## src/verilog/cke_power_save_pkg.sv

```systemverilog
// Constants shared by the clock-enable power-save sequencer and its counters.
package cke_power_save_pkg;

	// ********************************************************************
	// Clock and time base
	// ********************************************************************
	localparam int REF_CLK_PERIOD_PS = 8000;
	// The sequencer is clocked by the registered input clock, so one tCK is one ref_clk period.
	localparam int TCK_PS = REF_CLK_PERIOD_PS;

	// ********************************************************************
	// Times in input clock cycles (tCK)
	// ********************************************************************
	localparam int ACTIVE_TIME_TCK = 8;
	localparam int PROGRAMMING_SPACING_TCK = 8;
	localparam int INDIS_MIN_TCK = 1;
	localparam int INDIS_MAX_TCK = 4;
	localparam int INDIS_CHOSEN_TCK = 2;
	localparam int CKOFF_TCK = 5;
	localparam int CKEV_TCK = 2;
	localparam int FIXED_OUT_MIN_TCK = 1;
	localparam int FIXED_OUT_MAX_TCK = 3;

	// ********************************************************************
	// Cycle counts (least times round up)
	// ********************************************************************
	localparam int ACTIVE_CYCLES = (ACTIVE_TIME_TCK * TCK_PS + REF_CLK_PERIOD_PS - 1) / REF_CLK_PERIOD_PS;
	localparam int SPACING_CYCLES = (PROGRAMMING_SPACING_TCK * TCK_PS + REF_CLK_PERIOD_PS - 1) / REF_CLK_PERIOD_PS;
	localparam int INDIS_CYCLES = (INDIS_CHOSEN_TCK * TCK_PS + REF_CLK_PERIOD_PS - 1) / REF_CLK_PERIOD_PS;
	localparam int CKOFF_CYCLES = (CKOFF_TCK * TCK_PS + REF_CLK_PERIOD_PS - 1) / REF_CLK_PERIOD_PS;
	localparam int CKEV_CYCLES = (CKEV_TCK * TCK_PS + REF_CLK_PERIOD_PS - 1) / REF_CLK_PERIOD_PS;

	// ********************************************************************
	// Power-save control word layout and reset value
	// ********************************************************************
	localparam int PS_STYLE_POS = 0;
	localparam int PS_ENABLE_POS = 1;
	localparam logic [1:0] CTRL_WORD_RESET = 2'h0;

	// ********************************************************************
	// Widths
	// ********************************************************************
	localparam int RUN_COUNT_W = 4;
	localparam int CHIP_SELECT_W = 4;

endpackage

```

## src/verilog/run_length_counter.sv

```systemverilog
// Saturating counter of consecutive cycles during which a condition holds.
`timescale 1ns/1ps
module run_length_counter #(
	parameter int WIDTH = 4
) (
	input wire logic ref_clk,
	input wire logic rstn,
	input wire logic run,
	output logic [WIDTH-1:0] count
);

	typedef struct packed {
		logic [WIDTH-1:0] count;
	} run_state_type;

	run_state_type s_q;
	run_state_type s_d;

	if (WIDTH < 2) begin : g_width_check
		$error("run_length_counter needs at least two bits");
	end

	// Saturation keeps a long idle period from wrapping back to a short count.
	always_comb begin
		s_d = s_q;
		if (!run) begin
			s_d.count = '0;
		end else if (s_q.count != {WIDTH{1'b1}}) begin
			s_d.count = s_q.count + WIDTH'(1);
		end
	end

	always_ff @(posedge ref_clk or negedge rstn) begin
		if (!rstn) begin
			s_q <= '0;
		end else begin
			s_q <= s_d;
		end
	end

	assign count = s_q.count;

endmodule

```

## src/verilog/cke_power_save_sequencer.sv

```systemverilog
// Clock-enable driven power-save sequencer of a registering clock driver.
// Operation
// Controller holds clock enables low, chip selects high 8 cycles before reset release.
// Controller spaces control-word programming accesses at least 8 cycles apart.
// With power save enabled, disable input buffers 1 to 4 cycles after enables low.
// Float output buffers 1.5 cycles after registered clock enables go low.
// Controller holds enables low 5 toggling cycles before stopping the clock.
// Disable clock-enable input buffers 2 or more cycles after clock held low.
// On exit, drive static outputs again within 1 to 3 cycles.
// All intervals save R1 are reset counters on the input clock, idle during reset; the 1.5-cycle float delay is a posedge and a negedge flop instead.
`timescale 1ns/1ps
module cke_power_save_sequencer #(
	parameter int CS_W = cke_power_save_pkg::CHIP_SELECT_W,
	parameter int CNT_W = cke_power_save_pkg::RUN_COUNT_W
) (
	input wire logic ref_clk,
	input wire logic rstn,
	input wire logic clock_enable_in_zero,
	input wire logic clock_enable_in_one,
	input wire logic [CS_W-1:0] chip_select_inputs,
	input wire logic clock_held_low,
	input wire logic program_strobe,
	input wire logic power_save_enable_bit,
	input wire logic power_save_style_bit,
	output logic [1:0] registered_clock_enable_outputs,
	output logic [1:0] power_save_control_word,
	output logic input_buffers_enable,
	output logic cke_input_buffers_enable,
	output logic output_float,
	output logic static_outputs_driven,
	output logic programming_accepted,
	output logic programming_refused,
	output logic clock_stop_early,
	output logic reset_entry_idle
);
	import cke_power_save_pkg::*;

	// ********************************************************************
	// State
	// ********************************************************************
	typedef struct packed {
		logic [1:0] cke_out;
		logic [1:0] ctrl_word;
		logic prog_seen;
		logic prog_accept;
		logic prog_refuse;
		logic in_buf_en;
		logic cke_buf_en;
		logic float_pre;
		logic clk_low_seen;
		logic clk_stop_early;
		logic idle;
	} seq_state_type;

	seq_state_type s_q;
	seq_state_type s_d;
	logic float_half_q;
	logic [1:0] cke_seen;
	logic both_low;
	logic ps_on;
	logic accept;
	logic [CNT_W-1:0] low_cnt;
	logic [CNT_W-1:0] clk_low_cnt;
	logic [CNT_W-1:0] spacing_cnt;

	if (CNT_W < 4 || (1 << CNT_W) <= SPACING_CYCLES || (1 << CNT_W) <= CKOFF_CYCLES) begin : g_cnt_check
		$error("counter width too small for the documented intervals");
	end
	if (CS_W != 2 && CS_W != 4) begin : g_cs_check
		$error("chip select width must be 2 or 4");
	end

	// ********************************************************************
	// Interval counters
	// ********************************************************************
	// Once the clock-enable buffers are off the enables read as low, so the run continues until wake-up.
	assign cke_seen = s_q.cke_buf_en ? {clock_enable_in_one, clock_enable_in_zero} : 2'h0;
	assign both_low = (cke_seen == 2'h0);
	assign ps_on = s_q.ctrl_word[PS_ENABLE_POS];

	run_length_counter #(.WIDTH(CNT_W)) u_low_run (
		.ref_clk(ref_clk),
		.rstn(rstn),
		.run(both_low),
		.count(low_cnt)
	);

	run_length_counter #(.WIDTH(CNT_W)) u_clk_low_run (
		.ref_clk(ref_clk),
		.rstn(rstn),
		.run(both_low && clock_held_low),
		.count(clk_low_cnt)
	);

	run_length_counter #(.WIDTH(CNT_W)) u_spacing_run (
		.ref_clk(ref_clk),
		.rstn(rstn),
		.run(!program_strobe),
		.count(spacing_cnt)
	);

	// ********************************************************************
	// Next state
	// ********************************************************************
	// The first access after reset has no predecessor, so it is never refused.
	assign accept = program_strobe && (!s_q.prog_seen || spacing_cnt >= CNT_W'(SPACING_CYCLES - 1));

	always_comb begin
		s_d = s_q;
		s_d.cke_out = cke_seen;
		s_d.prog_accept = accept;
		s_d.prog_refuse = program_strobe && !accept;
		if (accept) begin
			s_d.prog_seen = 1'b1;
			s_d.ctrl_word[PS_ENABLE_POS] = power_save_enable_bit;
			s_d.ctrl_word[PS_STYLE_POS] = power_save_style_bit;
		end
		s_d.in_buf_en = !(ps_on && both_low && low_cnt >= CNT_W'(INDIS_CYCLES - 1));
		s_d.cke_buf_en = !(both_low && clock_held_low && clk_low_cnt >= CNT_W'(CKEV_CYCLES - 1));
		// Floating follows the registered enables, so wake-up also takes the same 1.5 cycles.
		s_d.float_pre = ps_on && (s_q.cke_out == 2'h0);
		s_d.clk_low_seen = clock_held_low;
		s_d.clk_stop_early = clock_held_low && !s_q.clk_low_seen && low_cnt < CNT_W'(CKOFF_CYCLES);
		s_d.idle = ({clock_enable_in_one, clock_enable_in_zero} == 2'h0) && (&chip_select_inputs);
	end

	always_ff @(posedge ref_clk or negedge rstn) begin
		if (!rstn) begin
			s_q <= '{cke_out: 2'h0, ctrl_word: CTRL_WORD_RESET, prog_seen: 1'b0, prog_accept: 1'b0,
				prog_refuse: 1'b0, in_buf_en: 1'b1, cke_buf_en: 1'b1, float_pre: 1'b0,
				clk_low_seen: 1'b0, clk_stop_early: 1'b0, idle: 1'b0};
		end else begin
			s_q <= s_d;
		end
	end

	// The half-cycle step needs the falling edge; it is the only state kept outside the struct.
	always_ff @(negedge ref_clk or negedge rstn) begin
		if (!rstn) begin
			float_half_q <= 1'b0;
		end else begin
			float_half_q <= s_q.float_pre;
		end
	end

	// ********************************************************************
	// Outputs
	// ********************************************************************
	assign registered_clock_enable_outputs = s_q.cke_out;
	assign power_save_control_word = s_q.ctrl_word;
	assign input_buffers_enable = s_q.in_buf_en;
	assign cke_input_buffers_enable = s_q.cke_buf_en;
	assign output_float = float_half_q;
	assign static_outputs_driven = !float_half_q;
	assign programming_accepted = s_q.prog_accept;
	assign programming_refused = s_q.prog_refuse;
	assign clock_stop_early = s_q.clk_stop_early;
	assign reset_entry_idle = s_q.idle;
endmodule

```

## config.mk

```make
export PLATFORM = sky130hd
export DESIGN_NAME = cke_power_save_sequencer
export DESIGN_NICKNAME = d
export VERILOG_FILES = /design/src/verilog/cke_power_save_pkg.sv /design/src/verilog/run_length_counter.sv /design/src/verilog/cke_power_save_sequencer.sv
export SDC_FILE = /design/constraint.sdc
export NUM_CORES = 1
export LEC_CHECK = 0
export BUFFER_PORTS_ARGS = -buffer_cell sky130_fd_sc_hd__buf_2
export CAP_MARGIN = 20
export CORE_MARGIN = 2
export CORE_UTILIZATION = 45
export DETAILED_ROUTE_END_ITERATION = 10
export HOLD_SLACK_MARGIN = 0.02
export PLACE_DENSITY = 0.68
export SETUP_SLACK_MARGIN = 0.4
export SKIP_LAST_GASP = 1
export SLEW_MARGIN = 40
export SYNTH_ARGS = -nofsm -noshare
export SYNTH_HDL_FRONTEND = slang
export SYNTH_HIERARCHICAL = 1
export SYNTH_SLANG_ARGS = --single-unit
export TNS_END_PERCENT = 10
```

## constraint.sdc

```tcl
create_clock -name ref_clk -period 2.5 [get_ports ref_clk]
set_clock_uncertainty 0.1 [all_clocks]
set_input_delay 0.125 -clock ref_clk [delete_from_list [all_inputs] [get_ports ref_clk]]
set_output_delay 0.125 -clock ref_clk [all_outputs]
set_load 0.02 [all_outputs]
```

* Word level (Yosys, flattened, before mapping)
Index checks and enable logic that the tools add are counted.
** Storage, ports and cells
- Output and inout bits :: 12
- Input port bits :: 12
- Word-level logic and storage cells :: 56
- Register bits after elaboration :: 26
** Operators by class
- Equality and inequality tests :: 5
- Muxes and demuxes :: 7
- $add $sub $neg :: 3
- $lt $le $gt $ge :: 4
- Reductions and logical operators :: 22
** Operators by type and width (number)
- $mux 4 :: 6
- $add 4x1->4 const B :: 3
- $ne 4x4->1 const B :: 3
- $logic_and 1x1->1 :: 10
- $ge 4x1->1 const B :: 2
- $logic_not 1->1 :: 6
- $logic_not 2->1 :: 3
- $ge 4x3->1 const B :: 1
- $lt 4x3->1 const B :: 1
- $reduce_and 4->1 :: 1
- $mux 2 :: 1
- $ne 2x1->1 const B :: 1
- $ne 2x2->1 const B :: 1
- $reduce_bool 2->1 :: 1
- $logic_or 1x1->1 :: 1

* Depth between registers and ports, before layout
- Word-level depth :: 5
- Mapped depth :: 4
- Gate-level depth less buffers :: 4

* Cells and area by module
Netlist, hierarchy kept.
** By module, submodules not included
- run_length_counter :: times used 3, area an instance 205.2 µm², cells each 19, seq. area each 100.1 µm²
- cke_power_save_sequencer :: times used 1, area an instance 534.3 µm², cells each 41, seq. area each 352.8 µm²

==> impl_metrics.prom <==
# TYPE chip_impl_metric gauge
chip_impl_info{name="status",value="finished, final reports clean"} 1
chip_impl_info{name="worst_hold_path_type",value="primary input to asynchronous set/reset pin"} 1
chip_impl_metric{name="critical_path_peak_fanout",unit=""} 2
chip_impl_info{name="synth_area_leader_cell",value="dfrtp_1"} 1
chip_impl_info{name="worstSetupPathType",value="flop to output pin"} 1
chip_impl_metric{name="synth_simple_gate_area_frac",unit=""} 0.180
chip_impl_metric{name="synthDistinctLibCells",unit=""} 28
chip_impl_metric{name="antenna_cells",unit=""} 0
chip_impl_info{name="critical_path.endpoint_type",value="output pin"} 1
chip_impl_metric{name="placeableCoreArea",unit="um2"} 2450
chip_impl_metric{name="ir_drop",unit="V"} 0.000345
chip_impl_metric{name="synth_xor_area_frac",unit=""} 0
chip_impl_metric{name="power.combinational.fraction",unit=""} 0.130
chip_impl_metric{name="place_hpwl",unit="um"} 1440
chip_impl_metric{name="vias_in_the_first_global_route",unit=""} 822
chip_impl_metric{name="maxSlewHeadroom",unit=""} 0.790
chip_impl_metric{name="clk_transition_reported_paths",unit="ns"} 0.13
chip_impl_metric{name="max_cap_viol_count",unit=""} 0
chip_impl_metric{name="fin_hold_ws",unit="ns"} 0.223
chip_impl_metric{name="overflow",unit=""} 0
chip_impl_metric{name="syn_area",unit="um2"} 1150
chip_impl_info{name="highest_count_cells_in_the_layout_ignoring_fill_and_taps",value="dfrtp_1 (23), buf_2 (21), nand2_1 (9)"} 1
chip_impl_metric{name="postSynthRegisterBits",unit=""} 26
chip_impl_info{name="ys_top_cells_by_area",value="dfrtp_1 (50%), mux2i_1 (5.2%), dfstp_2 (4.6%)"} 1
chip_impl_info{name="setup_repair_after_global_routing_missed_its_margin",value="true"} 1
chip_impl_info{name="worst_setup_path_start_kind",value="flop"} 1
chip_impl_metric{name="leakage",unit="nW"} 0.720
chip_impl_metric{name="grt_max_degree",unit=""} 26
chip_impl_metric{name="synthesis.yosys.warnings",unit=""} 6
chip_impl_metric{name="synth.top_cell.area_share",unit=""} 0.501
chip_impl_metric{name="net-switching-power",unit="mW"} 0.188
chip_impl_metric{name="synth_mux_area_frac",unit=""} 0.0718
chip_impl_metric{name="worst_ep_required_time",unit="ns"} 2.28
chip_impl_metric{name="post-route-drc-count",unit=""} 0
chip_impl_metric{name="vias",unit=""} 815
chip_impl_metric{name="finish.instance_area",unit="um2"} 1410
chip_impl_metric{name="tightest_slew",unit="ns"} 0.311
chip_impl_info{name="cts-root-buf",value="clkbuf_4"} 1
chip_impl_metric{name="io_pins",unit=""} 24
chip_impl_info{name="cts_tree",value="yes"} 1
chip_impl_metric{name="maxSlewViolCount",unit=""} 0
chip_impl_metric{name="post_synth_fa_ha_maj_area_fraction",unit=""} 0.0326
chip_impl_metric{name="power_report.internal_total",unit="mW"} 0.579
chip_impl_metric{name="synth.yosys.seq_area_share",unit=""} 0.568
chip_impl_metric{name="crit_path_dat",unit="ns"} 2.16
chip_impl_info{name="layout_commonest_cell",value="dfrtp_1"} 1
chip_impl_metric{name="fin_setup_tns",unit="ns"} 0
chip_impl_metric{name="grt_pass1_wl",unit="um"} 3400
chip_impl_metric{name="die_width",unit="um"} 54.6
chip_impl_metric{name="final_setup_violating_endpoints",unit=""} 0
chip_impl_metric{name="dr.pass1.iters",unit=""} 4
chip_impl_metric{name="final_layout_net_count",unit=""} 147
chip_impl_metric{name="pwr-share-seq",unit=""} 0.602
chip_impl_metric{name="route.antenna.remaining_nets",unit=""} 0
chip_impl_metric{name="synth_compound_gate_area_share",unit=""} 0.102
chip_impl_metric{name="postSynthNetCount",unit=""} 113
chip_impl_metric{name="cts.htree.levels",unit=""} 1
chip_impl_metric{name="grt_usage",unit=""} 0.167
chip_impl_metric{name="cts-buffers-inserted",unit=""} 3
chip_impl_metric{name="routed_wl",unit="um"} 1980
chip_impl_metric{name="postSynth.asyncResetShare",unit=""} 1.00
chip_impl_metric{name="netlist_instances",unit=""} 98
chip_impl_metric{name="floorplan.rows",unit=""} 18
chip_impl_metric{name="die_y",unit="um"} 54.6
chip_impl_metric{name="fp.dieArea",unit="um2"} 2980
chip_impl_metric{name="detailedPlace.worstSlack",unit="ns"} 0.444
chip_impl_metric{name="worst_skew_pair.late_latency",unit="ns"} 0.31
chip_impl_metric{name="drive_above_1_share",unit=""} 0.336
chip_impl_metric{name="port-buffer-count",unit=""} 23
chip_impl_metric{name="netSwitchingFraction",unit=""} 0.245
chip_impl_metric{name="post_synth.cell_area_avg",unit="um2"} 11.7
chip_impl_metric{name="routedWlPerCell",unit="um"} 12.3
chip_impl_metric{name="hold_viol_final",unit=""} 0
chip_impl_metric{name="clock_power_share",unit=""} 0.269
chip_impl_metric{name="clk_path_buf_depth",unit=""} 2
chip_impl_metric{name="avgViaCountPerCell",unit=""} 5.06
chip_impl_metric{name="power.density_cell_area",unit="nW/um2"} 543
chip_impl_metric{name="placement.cell_area",unit="um2"} 1290
chip_impl_info{name="synth_top_family_by_area",value="simple AND/OR/NAND/NOR gates"} 1
chip_impl_info{name="worst_reg2reg_startpoint",value="s_q[3]"} 1
chip_impl_info{name="startpoint",value="output_float"} 1
chip_impl_metric{name="cts_num_sinks",unit=""} 26
chip_impl_metric{name="drt_first_iter_violations",unit=""} 10
chip_impl_metric{name="area_growth",unit="%"} 22.9
chip_impl_metric{name="final.setup.worst_slack",unit="ns"} 0.119
chip_impl_metric{name="gp_congestion",unit=""} 0.642
chip_impl_metric{name="synth-edff-count",unit=""} 0
chip_impl_info{name="ys.flop_type",value="dfrtp_1"} 1
chip_impl_metric{name="floorplan.initialDensity",unit=""} 0.468
chip_impl_metric{name="antenna_found_initial",unit=""} 0
## sequential cells by signal, indices dropped and copies added, names as in the netlist, 2 cells and up
| register | flops |
|---|---|
| s_q | 3 |
| registered_clock_enable_outputs | 2 |
| power_save_control_word | 2 |
| u_clk_low_run/count | 4 |
| u_low_run/count | 4 |
| u_spacing_run/count | 4 |
## final timing paths
check / slack (ns) / depth (start not counted) / endpoint
worst max-delay path: 0.12 / 2 / static_outputs_driven
max in group asynchronous: 1.04 / 2 / output_float
worst max register to register: 0.62 / 0 / output_float
min in group ref_clk: 0.34 / 1 / s_q[3]
worst min register to register: 0.34 / 1 / s_q[3]
worst min-delay path: 0.22 / 3 / registered_clock_enable_outputs[0]
## critical path, cell delays in order, from the launching register on
cell     delay [ns]
dfrtn_1        0.44
inv_2          0.04
buf_6          0.12
## cell usage after synthesis, types with 2 or more instances
cell type  instances
a31o_2             3
a31oi_1            3
and2_1             2
buf_4              4
dfrtp_1           23
dfstp_2            2
ha_1               3
inv_1              6
mux2_2             2
mux2i_1            6
nand2_1            9
nand2b_1           7
nand3_1            4
nand3_2            3
nor3_1             2
o211a_1            3
o21ai_0            5
## cells by family after synthesis
family	count (synthesis)
AND/OR/NAND/NOR	35
flip-flops	26
AO/OA/AOI/OAI	16
buffers and inverters	10
multiplexers	8
adder cells (fa/ha/maj)	3
## layer usage
metal | global-route usage | share of wire | vias up
li1 | - | - | 406
met1 | 0.178 | 0.43 | 380
met3 | 0.0328 | 0.035 | 6
met5 | 0 | 0 | -
met2 | 0.295 | 0.50 | 23
met4 | 0.113 | 0.035 | 0
## power by group through the flow
| stage | Combinational [mW] | Clock, mW | Sequential, mW |
|---|---|---|---|
| after global routing | 0.113 | 0.234 | 0.465 |
| after detailed placement | 0.0902 | 0 | 0.470 |
| after global placement | 0.0875 | 0 | 0.468 |
| final | 0.0995 | 0.206 | 0.461 |
| after floorplan | 0.0580 | 0 | 0.470 |
| after CTS | 0.102 | 0.217 | 0.462 |
## through the flow
stage          std cells  power (mW)  utilization
6_report             161       0.766        0.575
5_1_grt              161       0.813        0.575
4_1_cts              161       0.780        0.575
3_5_place_dp         149       0.560        0.524
3_3_place_gp         149       0.555        0.524
2_1_floorplan         98       0.528            -
## cell type report
cell class | count | area (um2)
Clock buffer | 4 | 36.3
Fill cell | 205 | 1040
Inverter | 6 | 22.5
Multi-Input combinational cell | 62 | 444
Sequential cell | 26 | 653
Tap cell | 30 | 37.5
Timing Repair Buffer | 33 | 219
## repair_timing
| item | 4_1_cts | 5_1_grt |
|---|---|---|
| resized for setup | 3 | 0 |
| endpoints found under the hold margin | 34 | 0 |
| buffers inserted | 0 | 0 |
| setup endpoints to repair | 2 | 2 |
| hold buffers | 8 | 0 |
(Power assumes the default switching activity.)
